### config.mk
export PLATFORM = sky130hd
export DESIGN_NAME = dca_ddr2_dev_flat
export DESIGN_NICKNAME = d
export VERILOG_FILES = /design/src/shared/dca_pkg.sv /design/src/shared/dca_if.sv /design/src/hw/dca_ddr2_dev.sv /design/src/flat_wrapper.sv
export VERILOG_INCLUDE_DIRS = /design/src /design/src/shared
export SDC_FILE = /design/constraint.sdc
export NUM_CORES = 1
export LEC_CHECK = 0
export ABC_AREA = 1
export CAP_MARGIN = 20
export CORE_ASPECT_RATIO = 0.7
export CORE_MARGIN = 8
export CORE_UTILIZATION = 28
export CTS_CLUSTER_SIZE = 12
export DETAILED_ROUTE_END_ITERATION = 16
export DONT_BUFFER_PORTS = 1
export PLACE_DENSITY_LB_ADDON = 0.15
export SETUP_SLACK_MARGIN = 0.2
export SLEW_MARGIN = 20
export SYNTH_ARGS = -nofsm -noshare
export SYNTH_HDL_FRONTEND = slang
export SYNTH_SLANG_ARGS = --single-unit
### constraint.sdc
create_clock -name clk -period 4.22 [get_ports clk]
set_clock_uncertainty 0.2 [all_clocks]
set_input_delay 0.633 -clock clk [delete_from_list [all_inputs] [get_ports clk]]
set_output_delay 0.633 -clock clk [all_outputs]
set_load 0.03 [all_outputs]
### src/shared/dca_consts.svh
`ifndef DCA_CONSTS_SVH
`define DCA_CONSTS_SVH

// Pin widths of the command and address bus, bank-select width, and bank and mode register counts.
`define DCA_ADDR_W 14
`define DCA_BA_W 3
`define DCA_BANK_SEL_W 2
`define DCA_NBANK 4
`define DCA_NMODE 4

// Position of the auto-precharge and all-banks bit on the address bus.
`define DCA_AP_BIT 10

// Command codes as {RAS#, CAS#, WE#} while CS# is low.
`define DCA_CODE_LMR 3'h0
`define DCA_CODE_REF 3'h1
`define DCA_CODE_PRE 3'h2
`define DCA_CODE_ACT 3'h3
`define DCA_CODE_WR 3'h4
`define DCA_CODE_RD 3'h5
`define DCA_CODE_NOP 3'h7

// Reset levels of the driven pins.
`define DCA_RST_CKE 1'h0
`define DCA_RST_CS_N 1'h1
`define DCA_RST_ODT 1'h0

`endif

### src/shared/dca_pkg.sv
`default_nettype none
`include "dca_consts.svh"

package dca_pkg;

    // Commands carried by the control pins.
    typedef enum logic [2:0] {
        DCA_CMD_NOP,
        DCA_CMD_DESEL,
        DCA_CMD_ACT,
        DCA_CMD_RD,
        DCA_CMD_WR,
        DCA_CMD_PRE,
        DCA_CMD_LMR,
        DCA_CMD_REF
    } dca_cmd_t;

    // Power states of the input stage.
    typedef enum logic [1:0] {
        DCA_PWR_RUN,
        DCA_PWR_PPD,
        DCA_PWR_APD,
        DCA_PWR_SREF
    } dca_pwr_t;

endpackage

`default_nettype wire

### src/shared/dca_if.sv
`timescale 1ns/10ps
`default_nettype none
`include "dca_consts.svh"

// Command, address and clock-enable pins between controller and memory.
interface dca_if;
    logic cs_n;
    logic ras_n;
    logic cas_n;
    logic we_n;
    logic cke;
    logic odt;
    logic [`DCA_BA_W-1:0] ba;
    logic [`DCA_ADDR_W-1:0] addr;

    modport ctrl (
        output cs_n,
        output ras_n,
        output cas_n,
        output we_n,
        output cke,
        output odt,
        output ba,
        output addr
    );

    modport dram (
        input cs_n,
        input ras_n,
        input cas_n,
        input we_n,
        input cke,
        input odt,
        input ba,
        input addr
    );
endinterface

`default_nettype wire

### src/hw/dca_ddr2_dev.sv
`timescale 1ns/10ps
`default_nettype none
`include "dca_consts.svh"

// Contract
// ACTIVATE takes address as row to open.
// READ/WRITE take column; A10 requests auto-precharge.
// PRECHARGE A10 low one bank, high all.
// LOAD MODE address carries mode op-code.
// BA[1:0] pick bank for bank commands.
// BA picks mode register during LOAD MODE.
// Sample inputs only on rising clock edge.
// Registered CKE enables or disables internal clocking.
// CKE low: idle gives PPD/SREF, open gives APD.
// Power-down and self-refresh entry use sampled CKE.
// Self-refresh exit seen from CKE without clock.
// Power-down keeps only clock, CKE, ODT buffers.
// Self refresh keeps only the CKE buffer.
// Commands decoded only with CS# registered low.
// RAS#, CAS#, WE#, CS# jointly set command.
// Decoder follows the standard DDR2 truth table.
module dca_ddr2_dev (
    input wire logic clk,
    input wire logic sys_rst,
    dca_if.dram pins,
    output logic cmd_valid,
    output dca_pkg::dca_cmd_t cmd,
    output logic [`DCA_BANK_SEL_W-1:0] bank,
    output logic [`DCA_ADDR_W-1:0] row,
    output logic [`DCA_ADDR_W-1:0] col,
    output logic auto_pre,
    output logic pre_all,
    output logic [`DCA_BA_W-1:0] mode_sel,
    output logic [`DCA_ADDR_W-1:0] mode_opcode,
    output logic [`DCA_NMODE-1:0][`DCA_ADDR_W-1:0] mode_regs,
    output logic [`DCA_NBANK-1:0] bank_open,
    output logic clocking_en,
    output dca_pkg::dca_pwr_t pwr_state,
    output logic self_refresh,
    output logic cmd_buf_en,
    output logic clk_buf_en,
    output logic odt_buf_en,
    output logic odt_on
);

    ////////////////////////////////////////////////////////////////////////

    // Decodes {CS#, RAS#, CAS#, WE#} into a command.
    function automatic dca_pkg::dca_cmd_t dec_cmd(input logic [3:0] c);
        dca_pkg::dca_cmd_t r;
        r = dca_pkg::DCA_CMD_NOP;
        if (c[3]) begin
            r = dca_pkg::DCA_CMD_DESEL;
        end else begin
            case (c[2:0])
                `DCA_CODE_LMR: r = dca_pkg::DCA_CMD_LMR;
                `DCA_CODE_REF: r = dca_pkg::DCA_CMD_REF;
                `DCA_CODE_PRE: r = dca_pkg::DCA_CMD_PRE;
                `DCA_CODE_ACT: r = dca_pkg::DCA_CMD_ACT;
                `DCA_CODE_WR: r = dca_pkg::DCA_CMD_WR;
                `DCA_CODE_RD: r = dca_pkg::DCA_CMD_RD;
                default: r = dca_pkg::DCA_CMD_NOP;
            endcase
        end
        return r;
    endfunction

    ////////////////////////////////////////////////////////////////////////

    dca_pkg::dca_pwr_t pwr_reg;
    dca_pkg::dca_pwr_t pwr_next;
    logic cke_reg;
    logic odt_reg;
    logic cmd_valid_reg;
    dca_pkg::dca_cmd_t cmd_reg;
    logic [`DCA_BANK_SEL_W-1:0] bank_reg;
    logic [`DCA_ADDR_W-1:0] row_reg;
    logic [`DCA_ADDR_W-1:0] col_reg;
    logic auto_pre_reg;
    logic pre_all_reg;
    logic [`DCA_BA_W-1:0] mode_sel_reg;
    logic [`DCA_ADDR_W-1:0] opcode_reg;
    logic [`DCA_ADDR_W-1:0] open_row_reg [`DCA_NBANK];
    logic [`DCA_ADDR_W-1:0] mode_mem_reg [`DCA_NMODE];
    logic [`DCA_NBANK-1:0] bank_open_reg;
    logic [`DCA_NBANK-1:0] bank_open_next;

    ////////////////////////////////////////////////////////////////////////

    // Input buffer enables follow the power state.
    wire run = (pwr_reg == dca_pkg::DCA_PWR_RUN);
    wire in_sref = (pwr_reg == dca_pkg::DCA_PWR_SREF);
    assign cmd_buf_en = run;
    assign clk_buf_en = !in_sref;
    assign odt_buf_en = !in_sref;

    // Gated pin views: disabled receivers present an idle bus.
    wire [3:0] code_in = cmd_buf_en ? {pins.cs_n, pins.ras_n, pins.cas_n, pins.we_n} : 4'hf;
    wire [`DCA_BA_W-1:0] ba_in = cmd_buf_en ? pins.ba : '0;
    wire [`DCA_ADDR_W-1:0] addr_in = cmd_buf_en ? pins.addr : '0;
    wire odt_in = odt_buf_en ? pins.odt : 1'h0;
    wire [`DCA_BANK_SEL_W-1:0] bsel = ba_in[`DCA_BANK_SEL_W-1:0];
    wire a10 = addr_in[`DCA_AP_BIT];

    // Command decode of the levels present at the rising edge.
    wire dca_pkg::dca_cmd_t cmd_now = dec_cmd(code_in);
    wire all_idle = (bank_open_reg == '0);
    wire take = run && pins.cke;
    wire is_act = take && (cmd_now == dca_pkg::DCA_CMD_ACT);
    wire is_col = take && ((cmd_now == dca_pkg::DCA_CMD_RD) || (cmd_now == dca_pkg::DCA_CMD_WR));
    wire is_pre = take && (cmd_now == dca_pkg::DCA_CMD_PRE);
    wire is_lmr = take && (cmd_now == dca_pkg::DCA_CMD_LMR);
    wire is_live = take && (cmd_now != dca_pkg::DCA_CMD_NOP) && (cmd_now != dca_pkg::DCA_CMD_DESEL);

    // Self-refresh entry is a REFRESH issued with CKE sampled low.
    wire sref_entry = run && !pins.cke && all_idle && (cmd_now == dca_pkg::DCA_CMD_REF);

    // Exit from self refresh looks at the raw CKE level, with no edge needed.
    wire sref_exit = in_sref && pins.cke;
    assign self_refresh = in_sref && !sref_exit;

    ////////////////////////////////////////////////////////////////////////

    // Power state sequencing from the sampled clock enable.
    always_comb begin
        pwr_next = pwr_reg;
        unique case (pwr_reg)
            dca_pkg::DCA_PWR_RUN: begin
                if (!pins.cke) begin
                    if (sref_entry) begin
                        pwr_next = dca_pkg::DCA_PWR_SREF;
                    end else if (all_idle) begin
                        pwr_next = dca_pkg::DCA_PWR_PPD;
                    end else begin
                        pwr_next = dca_pkg::DCA_PWR_APD;
                    end
                end
            end
            dca_pkg::DCA_PWR_PPD, dca_pkg::DCA_PWR_APD: begin
                if (pins.cke) begin
                    pwr_next = dca_pkg::DCA_PWR_RUN;
                end
            end
            dca_pkg::DCA_PWR_SREF: begin
                if (sref_exit) begin
                    pwr_next = dca_pkg::DCA_PWR_RUN;
                end
            end
        endcase
    end

    // Per-bank open flags: ACTIVATE opens, PRECHARGE or auto-precharge closes.
    for (genvar b = 0; b < `DCA_NBANK; b++) begin : g_bank
        wire hit = (int'(bsel) == b);
        wire close = (is_pre && (a10 || hit)) || (is_col && a10 && hit);
        assign bank_open_next[b] = (is_act && hit) ? 1'h1 : (close ? 1'h0 : bank_open_reg[b]);

        // Row held for the bank, used to form a full location on access.
        always_ff @(posedge clk) begin
            if (sys_rst) begin
                open_row_reg[b] <= '0;
            end else if (is_act && hit) begin
                open_row_reg[b] <= addr_in;
            end
        end
    end

    // Mode register shadow, written by LOAD MODE at the bank-selected slot.
    for (genvar m = 0; m < `DCA_NMODE; m++) begin : g_mode
        always_ff @(posedge clk) begin
            if (sys_rst) begin
                mode_mem_reg[m] <= '0;
            end else if (is_lmr && (int'(ba_in) == m)) begin
                mode_mem_reg[m] <= addr_in;
            end
        end
        assign mode_regs[m] = mode_mem_reg[m];
    end

    ////////////////////////////////////////////////////////////////////////

    // State and clock-enable capture, all on the rising edge only.
    always_ff @(posedge clk) begin
        if (sys_rst) begin
            pwr_reg <= dca_pkg::DCA_PWR_PPD;
            cke_reg <= `DCA_RST_CKE;
            odt_reg <= `DCA_RST_ODT;
            bank_open_reg <= '0;
        end else begin
            pwr_reg <= pwr_next;
            cke_reg <= pins.cke;
            odt_reg <= odt_in;
            bank_open_reg <= bank_open_next;
        end
    end

    // Decoded command fields, held until the next live command.
    always_ff @(posedge clk) begin
        if (sys_rst) begin
            cmd_valid_reg <= 1'h0;
            cmd_reg <= dca_pkg::DCA_CMD_NOP;
            bank_reg <= '0;
            row_reg <= '0;
            col_reg <= '0;
            auto_pre_reg <= 1'h0;
            pre_all_reg <= 1'h0;
            mode_sel_reg <= '0;
            opcode_reg <= '0;
        end else begin
            cmd_valid_reg <= is_live;
            if (is_live) begin
                cmd_reg <= cmd_now;
                bank_reg <= bsel;
                auto_pre_reg <= is_col && a10;
                pre_all_reg <= is_pre && a10;
            end
            if (is_act) begin
                row_reg <= addr_in;
            end
            if (is_col) begin
                row_reg <= open_row_reg[bsel];
                col_reg <= {addr_in[`DCA_ADDR_W-1:`DCA_AP_BIT+1], 1'h0, addr_in[`DCA_AP_BIT-1:0]};
            end
            if (is_lmr) begin
                mode_sel_reg <= ba_in;
                opcode_reg <= addr_in;
            end
        end
    end

    ////////////////////////////////////////////////////////////////////////

    // Outputs.
    assign cmd_valid = cmd_valid_reg;
    assign cmd = cmd_reg;
    assign bank = bank_reg;
    assign row = row_reg;
    assign col = col_reg;
    assign auto_pre = auto_pre_reg;
    assign pre_all = pre_all_reg;
    assign mode_sel = mode_sel_reg;
    assign mode_opcode = opcode_reg;
    assign bank_open = bank_open_reg;
    assign clocking_en = cke_reg;
    assign pwr_state = pwr_reg;
    assign odt_on = odt_reg;

endmodule // dca_ddr2_dev

`default_nettype wire

### src/flat_wrapper.sv
// flat-port wrapper written by rule: the top's interface ports become plain ports
module dca_ddr2_dev_flat 
  (clk, sys_rst, cmd_valid, cmd, bank, row, col, auto_pre, pre_all, mode_sel, mode_opcode, mode_regs, bank_open, clocking_en, pwr_state, self_refresh, cmd_buf_en, clk_buf_en, odt_buf_en, odt_on, pins_cs_n, pins_ras_n, pins_cas_n, pins_we_n, pins_cke, pins_odt, pins_ba, pins_addr);
  dca_if pins_i ();
  input wire logic clk;
  input wire logic sys_rst;
  output logic cmd_valid;
  output dca_pkg::dca_cmd_t cmd;
  output logic [`DCA_BANK_SEL_W-1:0] bank;
  output logic [`DCA_ADDR_W-1:0] row;
  output logic [`DCA_ADDR_W-1:0] col;
  output logic auto_pre;
  output logic pre_all;
  output logic [`DCA_BA_W-1:0] mode_sel;
  output logic [`DCA_ADDR_W-1:0] mode_opcode;
  output logic [`DCA_NMODE-1:0][`DCA_ADDR_W-1:0] mode_regs;
  output logic [`DCA_NBANK-1:0] bank_open;
  output logic clocking_en;
  output dca_pkg::dca_pwr_t pwr_state;
  output logic self_refresh;
  output logic cmd_buf_en;
  output logic clk_buf_en;
  output logic odt_buf_en;
  output logic odt_on;
  input wire logic [$bits(pins_i.cs_n)-1:0] pins_cs_n;
  input wire logic [$bits(pins_i.ras_n)-1:0] pins_ras_n;
  input wire logic [$bits(pins_i.cas_n)-1:0] pins_cas_n;
  input wire logic [$bits(pins_i.we_n)-1:0] pins_we_n;
  input wire logic [$bits(pins_i.cke)-1:0] pins_cke;
  input wire logic [$bits(pins_i.odt)-1:0] pins_odt;
  input wire logic [$bits(pins_i.ba)-1:0] pins_ba;
  input wire logic [$bits(pins_i.addr)-1:0] pins_addr;
  assign pins_i.cs_n = pins_cs_n;
  assign pins_i.ras_n = pins_ras_n;
  assign pins_i.cas_n = pins_cas_n;
  assign pins_i.we_n = pins_we_n;
  assign pins_i.cke = pins_cke;
  assign pins_i.odt = pins_odt;
  assign pins_i.ba = pins_ba;
  assign pins_i.addr = pins_addr;
  dca_ddr2_dev u_core (.clk(clk), .sys_rst(sys_rst), .pins(pins_i), .cmd_valid(cmd_valid), .cmd(cmd), .bank(bank), .row(row), .col(col), .auto_pre(auto_pre), .pre_all(pre_all), .mode_sel(mode_sel), .mode_opcode(mode_opcode), .mode_regs(mode_regs), .bank_open(bank_open), .clocking_en(clocking_en), .pwr_state(pwr_state), .self_refresh(self_refresh), .cmd_buf_en(cmd_buf_en), .clk_buf_en(clk_buf_en), .odt_buf_en(odt_buf_en), .odt_on(odt_on));
endmodule
# After elaboration in Yosys (flattened, before gate mapping)
# Memory sizes are Yosys's and may differ from the RTL's.
# Cells that the tools add are included.
# Widths: inputs -> output; s select.
# op_classes
eq_ne	24
reduce_logical	56
bitwise_logic	8
n_div	0
magnitude_cmp	0
n_mul	0
shifts	0
mux	55
addsub	0
# ops
op	n
$mux 14	11
$mux 1	34
$logic_and 1x1->1	30
$eq 3x3->1 const B	8
$pmux 3 s6	1
$eq 3x2->1 const B	5
$mux 2	5
$reduce_bool 2->1	5
$logic_or 1x1->1	9
$eq 2x2->1 const B	4
$or 1x1->1	8
$logic_not 3->1	2
$mux 3	2
$ne 2x2->1 const B	3
$pmux 2 s3	1
$eq 2x1->1 const B	2
$logic_not 2->1	2
$logic_not 4->1	1
$mux 4	1
$reduce_or 2->1	2
$eq 3x1->1 const B	1
$logic_not 1->1	3
$ne 3x1->1 const B	1
$reduce_and 3->1	1
$reduce_bool 3->1	1
# totals
latchBits	0
mem_count	2
ram_bits	112
rom_bits	0
output_inout_bits	121
reg_bits	60
inputBits	25
# mem_list
memory	words	width	read_ports	rd_clocked_by_memory_dff	write_ports	line	rtl
u_core.mode_mem_reg	4	14	4	0	4	dca_ddr2_dev.sv:84	logic [`DCA_ADDR_W-1:0] mode_mem_reg [`DCA_NMODE];
u_core.open_row_reg	4	14	1	0	4	dca_ddr2_dev.sv:83	logic [`DCA_ADDR_W-1:0] open_row_reg [`DCA_NBANK];

# Logic depth before layout (Yosys ltp)
# Gate-level depths: netlist (run 1).
# depth
depth_word	13
ltp_mapped	12
ltp_nobuf	11

# Worst setup path before layout (run 1)
# No wires, ideal clock.
# synth_timing
kind	register -> register
from	reg u_core.pwr_reg[0] (netlist: u_core.pwr_state[0])
to	mem u_core.open_row_reg[0][0] (netlist bit) (enable)
t_arrival_ps	2911
required_ps	3616
setup_ps	404
stages_incl_launch_ff	10
path_slack_ps	705
synth_period_minus_slack_ps	3515
path_buffers	2
cell_sequence	dfxtp_1 -> inv_1 -> ha_1 -> buf_2 -> nand2_1 -> nand4_1 -> inv_1 -> nand2_2 -> buf_2 -> o21ai_0
# synth_lines
item	line	rtl
start, declared	dca_ddr2_dev.sv:70	dca_pkg::dca_pwr_t pwr_reg;
start signal, assigned	dca_ddr2_dev.sv:185	pwr_reg <= dca_pkg::DCA_PWR_PPD;
start signal, assigned	dca_ddr2_dev.sv:190	pwr_reg <= pwr_next;
end, declared	dca_ddr2_dev.sv:83	

==> impl_metrics.json, run 1 <==
{
  "cts.sinks": 172,
  "p_int_w": 0.00276,
  "drive_gt1_share_pct": 8.22,
  "hold_viol_final": 0,
  "htree_num_levels": 4,
  "ys_seq_area_share_pct": 63.6,
  "multiInputGateArea_um2": 2220,
  "drtIter0Drc": 372,
  "start_kind": "flip-flop",
  "cp_data_required_time_ns": 4.28,
  "start_util_pct": 28.2,
  "cp_data_arrival_time_ns": 3.14,
  "max_cap_viol_count": 0,
  "fmax_mhz": 324,
  "cp_max_fo": 29,
  "fp.dieW_um": 207,
  "dp_hpwl_mm": 15.7,
  "dpl_cell_area_um2": 7530,
  "power_frac_clock_pct": 42.1,
  "ir_drop_v": 0.000259,
  "timing.setup.tns_ns": 0,
  "met2_usage_pct": 22.6,
  "rr_worst_depth": 8,
  "rsz0062_at_grt": "false",
  "busiest_layer": "met2",
  "fin_crit_sh_pct": 73.1,
  "holdBufCountCts": 0,
  "area_growth_pct": 13.1,
  "fin_crit_ns": 3.08,
  "cts_setup_buffers": 0,
  "die_h_um": 150,
  "slew_headroom_pct": 47.9,
  "avgRoutedWirePerCell_um": 21.6,
  "avgSynthCellArea_um2": 9.22,
  "pwr-share-seq_pct": 50.4,
  "cts-resized-gates": 0,
  "drc": 0,
  "detail-route-antenna-nets": 0,
  "p_per_area_nw_per_um2": 465,
  "gr-usage-met1_pct": 20.4,
  "synth_warnings": 0,
  "grt_max_degree": 46,
  "cts_tree": "yes",
  "synth_area_um2": 7180,
  "diodes": 0,
  "grt_pass1_vias": 5131,
  "yosys_register_bits": 172,
  "core.rowCount": 49,
  "criticalPathCategory": "reg2reg",
  "die_area_um2": 31100,
  "routed_wl_mm": 23.9,
  "leakage_nw": 3.19,
  "root_buffer": "clkbuf_16",
  "io_buffers": 0,
  "vias": 5244,
  "hold_depth": 1,
  "syn_nets": 807,
  "pwr-share-comb_pct": 7.4,
  "min_path_type": "in2reg",
  "ys_types": 24,
  "gr-total-overflow": 0,
  "register_area_um2": 4560,
  "fin_area_um2": 8120,
  "cts_made_buffers": 17,
  "switchingPower_w": 0.00102,
  "nFillCells": 2663,
  "via_per_inst": 4.72,
  "gp_congestion": 0.748,
  "fin_total_pwr_w": 0.00378,
  "nNetsFinal": 794,
  "status": "complete, no violations",
  "grt_pass1_wl_mm": 35.1,
  "final_max_slew_viol_count": 0,
  "num_io_pins": 146,
  "clockBufferDepth": 2,
  "critPathCaptureType": "flip-flop",
  "grt_use_met3_pct": 6.05,
  "finalSetupViolCount": 0,
  "grt_usage_pct": 15.3,
  "antenna_found_initial": 0,
  "sw_frac_of_total_pct": 26.9,
  "clock_latency_ns": 0.43,
  "tightest_slew_ns": 0.780,
  "path_clk_slew_ns": 0.07,
  "syn_inst": 779,
  "core_area_um2": 25400,
  "first_pass_iters": 5
}
## per-stage QoR
step	hold slack, ns	util, %	worst slack (ns)	instances
after floorplan	0.385	-	0.705	779
after global placement	0.415	29.6	1.29	1078
after detailed placement	0.408	29.6	1.19	1078
after CTS	0.0277	31.9	1.10	1110
after global routing	0.0265	31.9	0.886	1110
final	0.0542	31.9	1.14	1110
## path summary, 6_finish.rpt
| kind | start | end | slack (ns) |
|---|---|---|---|
| max | u_core.pwr_state[0]$_SDFFE_PP1P_ | u_core.open_row_reg[0][0]$_SDFFCE_PN0P_ | 1.14 |
| min | sys_rst | u_core.cmd_valid$_SDFF_PP0_ | 0.05 |
| max reg2reg | u_core.pwr_state[0]$_SDFFE_PP1P_ | u_core.open_row_reg[0][0]$_SDFFCE_PN0P_ | 1.14 |
| min reg2reg | u_core.pre_all$_SDFFE_PP0P_ | u_core.pre_all$_SDFFE_PP0P_ | 0.42 |
## logic make-up after synthesis
logic type / Yosys count / synth area share [%]
simple gates: 415 / 23.4
flops: 172 / 63.6
buf+inv: 98 / 5.66
compound gates: 90 / 6.76
fa+ha+maj: 3 / 0.523
other cells: 1 / 0.0522
## worst max-delay path, stage by stage, from the launching register on
cell and delay [ns]:
dfxtp_1 0.57, inv_1 0.14, ha_2 0.28, nand2_1 0.18, buf_4 0.35, inv_1 0.07
nor2_1 0.25, nand4_1 0.57, nor2_1 0.29
## power by group through the flow
stage,combinational [W],clock [W],sequential (W)
floorplan,0.000183,0,0.00193
global placement,0.000288,0,0.00194
detailed placement,0.000289,0,0.00194
CTS,0.000290,0.00164,0.00191
global route,0.000313,0.00169,0.00191
finish,0.000281,0.00159,0.00191
## layer usage
metal,wire (um),vias up,part of all wire [%]
met1,11400,2570,48
met2,10400,121,44
met3,1840,15,7.7
met4,256,0,1.1
met5,0,-,0
li1,-,2538,-
## layout make-up
| cell class | count | share of cell area, % |
|---|---|---|
| clock inverters | 9 | 0.924 |
| clock buffers | 23 | 6.32 |
| flip-flops and latches | 172 | 56.2 |
| multi-input cells | 509 | 27.3 |
| inverters | 42 | 1.94 |
| repair buffers | 24 | 2.22 |
| well taps | 331 | 5.10 |
## layout by cell type (no fill, tap or decap), drive strengths merged, types with 11 or more instances in the layout
cell | Yosys | layout
dfxtp | 60 | 60
o21ai | 35 | 35
inv | 42 | 46
edfxtp | 112 | 112
buf | 26 | 24
a211oi | 11 | 11
nand2 | 205 | 205
nor2 | 148 | 148
nand3 | 48 | 48
nand4 | 13 | 13
clkbuf | 30 | 23
a21oi | 42 | 42
## synthesized netlist by cell type, drive strengths merged
library cell  instances  share of area, %
o21ai                35               2.4
edfxtp              112                47
dfxtp                60                17
a211oi               11               1.2
clkbuf               30               1.6
ha                    3              0.52
nor4                  1             0.087
conb                  1             0.052
nand4                13               1.4
buf                  26               1.9
o211a                 1              0.14
nand2               205                11
nor2                148               7.8
inv                  42               2.2
nand3                48               3.3
a22oi                 1              0.10
a21oi                42               2.9
Note: power is estimated with default switching activity, not from simulation.
==> run 2: changes to the inputs <==
==> constraint.sdc (replaced) <==
create_clock -name clk -period 3 [get_ports clk]
set_clock_uncertainty 0.2 [all_clocks]
set_input_delay 0.45 -clock clk [delete_from_list [all_inputs] [get_ports clk]]
set_output_delay 0.45 -clock clk [all_outputs]
set_load 0.03 [all_outputs]
==> impl_metrics.json, run 2 (synthesis gave the netlist of run 1 again) <==
{
  "io_buffers": 0,
  "start_util_pct": 28.2,
  "grt_max_degree": 41,
  "first_pass_iters": 5,
  "final_cells": 1131,
  "timing.setup.tns_ns": 0,
  "ir_drop_v": 0.000392,
  "cp_data_arrival_time_ns": 2.37,
  "final_cell_mix": "nand2_1 (203), nor2_1 (144), edfxtp_1 (112), dfxtp_1 (60), nand3_1 (48)",
  "cts_made_buffers": 17,
  "via_per_inst": 4.63,
  "nNetsFinal": 815,
  "area_growth_pct": 16.0,
  "leakage_nw": 3.29,
  "drc": 0,
  "layout_commonest_cell": "nand2_1",
  "min_path_type": "in2reg",
  "avgRoutedWirePerCell_um": 20.6,
  "start_kind": "flip-flop",
  "max_cap_viol_count": 0,
  "cp_data_required_time_ns": 2.87,
  "htree_num_levels": 4,
  "grt_pass1_vias": 5090,
  "fin_crit_sh_pct": 83.4,
  "vias": 5235,
  "grt_pass1_wl_mm": 34.4,
  "cp_max_fo": 14,
  "critPathCaptureType": "flip-flop",
  "num_io_pins": 146,
  "fp.dieW_um": 207,
  "clockBufferDepth": 2,
  "hold_viol_final": 0,
  "final_max_slew_viol_count": 0,
  "root_buffer": "clkbuf_16",
  "drive_gt1_share_pct": 10.8,
  "status": "complete, no violations",
  "die_h_um": 150,
  "finalSetupViolCount": 0,
  "clock_latency_ns": 0.43,
  "antenna_found_initial": 0,
  "path_clk_slew_ns": 0.07,
  "p_per_area_nw_per_um2": 632,
  "slew_headroom_pct": 55.0,
  "cts.sinks": 172,
  "grt_usage_pct": 14.9,
  "criticalPathCategory": "reg2reg",
  "gp_congestion": 0.793,
  "dp_hpwl_mm": 15.9,
  "detail-route-antenna-nets": 0,
  "tightest_slew_ns": 0.674,
  "drtIter0Drc": 383,
  "dp.cells": 1094,
  "routed_wl_mm": 23.4,
  "core_area_um2": 25400,
  "diodes": 0,
  "cts_tree": "yes",
  "die_area_um2": 31100,
  "rsz0062_at_grt": "true",
  "fmax_mhz": 400,
  "gr-total-overflow": 0,
  "core.rowCount": 49,
  "fin_crit_ns": 2.50
}
## run 2: changes by cell type in the layout (fill, tap and decap cells not counted), sizes merged
cell,change
buf,+17
dlygate4sd3,+4
inv,+3
clkbuf,-2
clkinv,-1
## run 2: layout make-up
cell class                 instances  area [um2]
sequential                       172        4560
clock buffer                      21         482
clock inverter                    11        81.3
multi-input combinational        509        2270
tap                              331         414
inverter                          42         158
timing repair buffer              45         360
fill                            2629       17100
## run 2: worst paths after layout
kind,start,to,slack (ns),cells after the start
worst max-delay path,u_core.pwr_state[1]$_SDFFE_PP0P_,u_core.open_row_reg[1][9]$_SDFFCE_PN0P_,0.50,8
worst min-delay path,pins_ras_n,u_core.cmd[1]$_SDFFE_PP0P_,0.08,3
worst max register to register,u_core.pwr_state[1]$_SDFFE_PP0P_,u_core.open_row_reg[1][9]$_SDFFCE_PN0P_,0.50,8
worst min register to register,u_core.pre_all$_SDFFE_PP0P_,u_core.pre_all$_SDFFE_PP0P_,0.43,2
## run 2: critical path, cell delays in order (launching register included)
cell	delay, ns
dfxtp_1	0.31
inv_1	0.07
ha_2	0.29
inv_2	0.07
nor2_2	0.19
nand4_1	0.16
inv_1	0.17
nand2_2	0.17
o21ai_4	0.49
## run 2: where the power goes
group          total [W]  internal [W]  switching, W
Sequential       0.00267       0.00258     0.0000988
Clock            0.00215       0.00117      0.000980
Combinational   0.000444      0.000111      0.000333
## run 2: repair_timing
item	4_1_cts	5_1_grt
hold buffers	5	0
gates resized for setup	0	1
endpoints found under the setup margin	0	6
buffers inserted	0	0
endpoints found under the hold margin	36	0
## run 2: through the flow
stage          instance area (um2)  util (%)  setup slack (ns)  power, W  hold slack [ns]
6_report                      8330      32.7             0.499   0.00526           0.0797
5_1_grt                       8330      32.7             0.193   0.00548           0.0838
4_1_cts                       8320      32.7             0.453   0.00534           0.0530
3_5_place_dp                  7700      30.3             0.454   0.00317            0.352
3_3_place_gp                  7700      30.3             0.531   0.00317            0.349
2_1_floorplan                 7220         -           0.00389   0.00298            0.373
## run 2: per-layer routing
metal	GRT usage, %	vias to the layer above	wire length (um)
li1	-	2581	-
met1	18.6	2531	10400
met2	23.6	111	10700
met3	6.72	12	2090
met4	3.42	0	185
met5	0	-	0
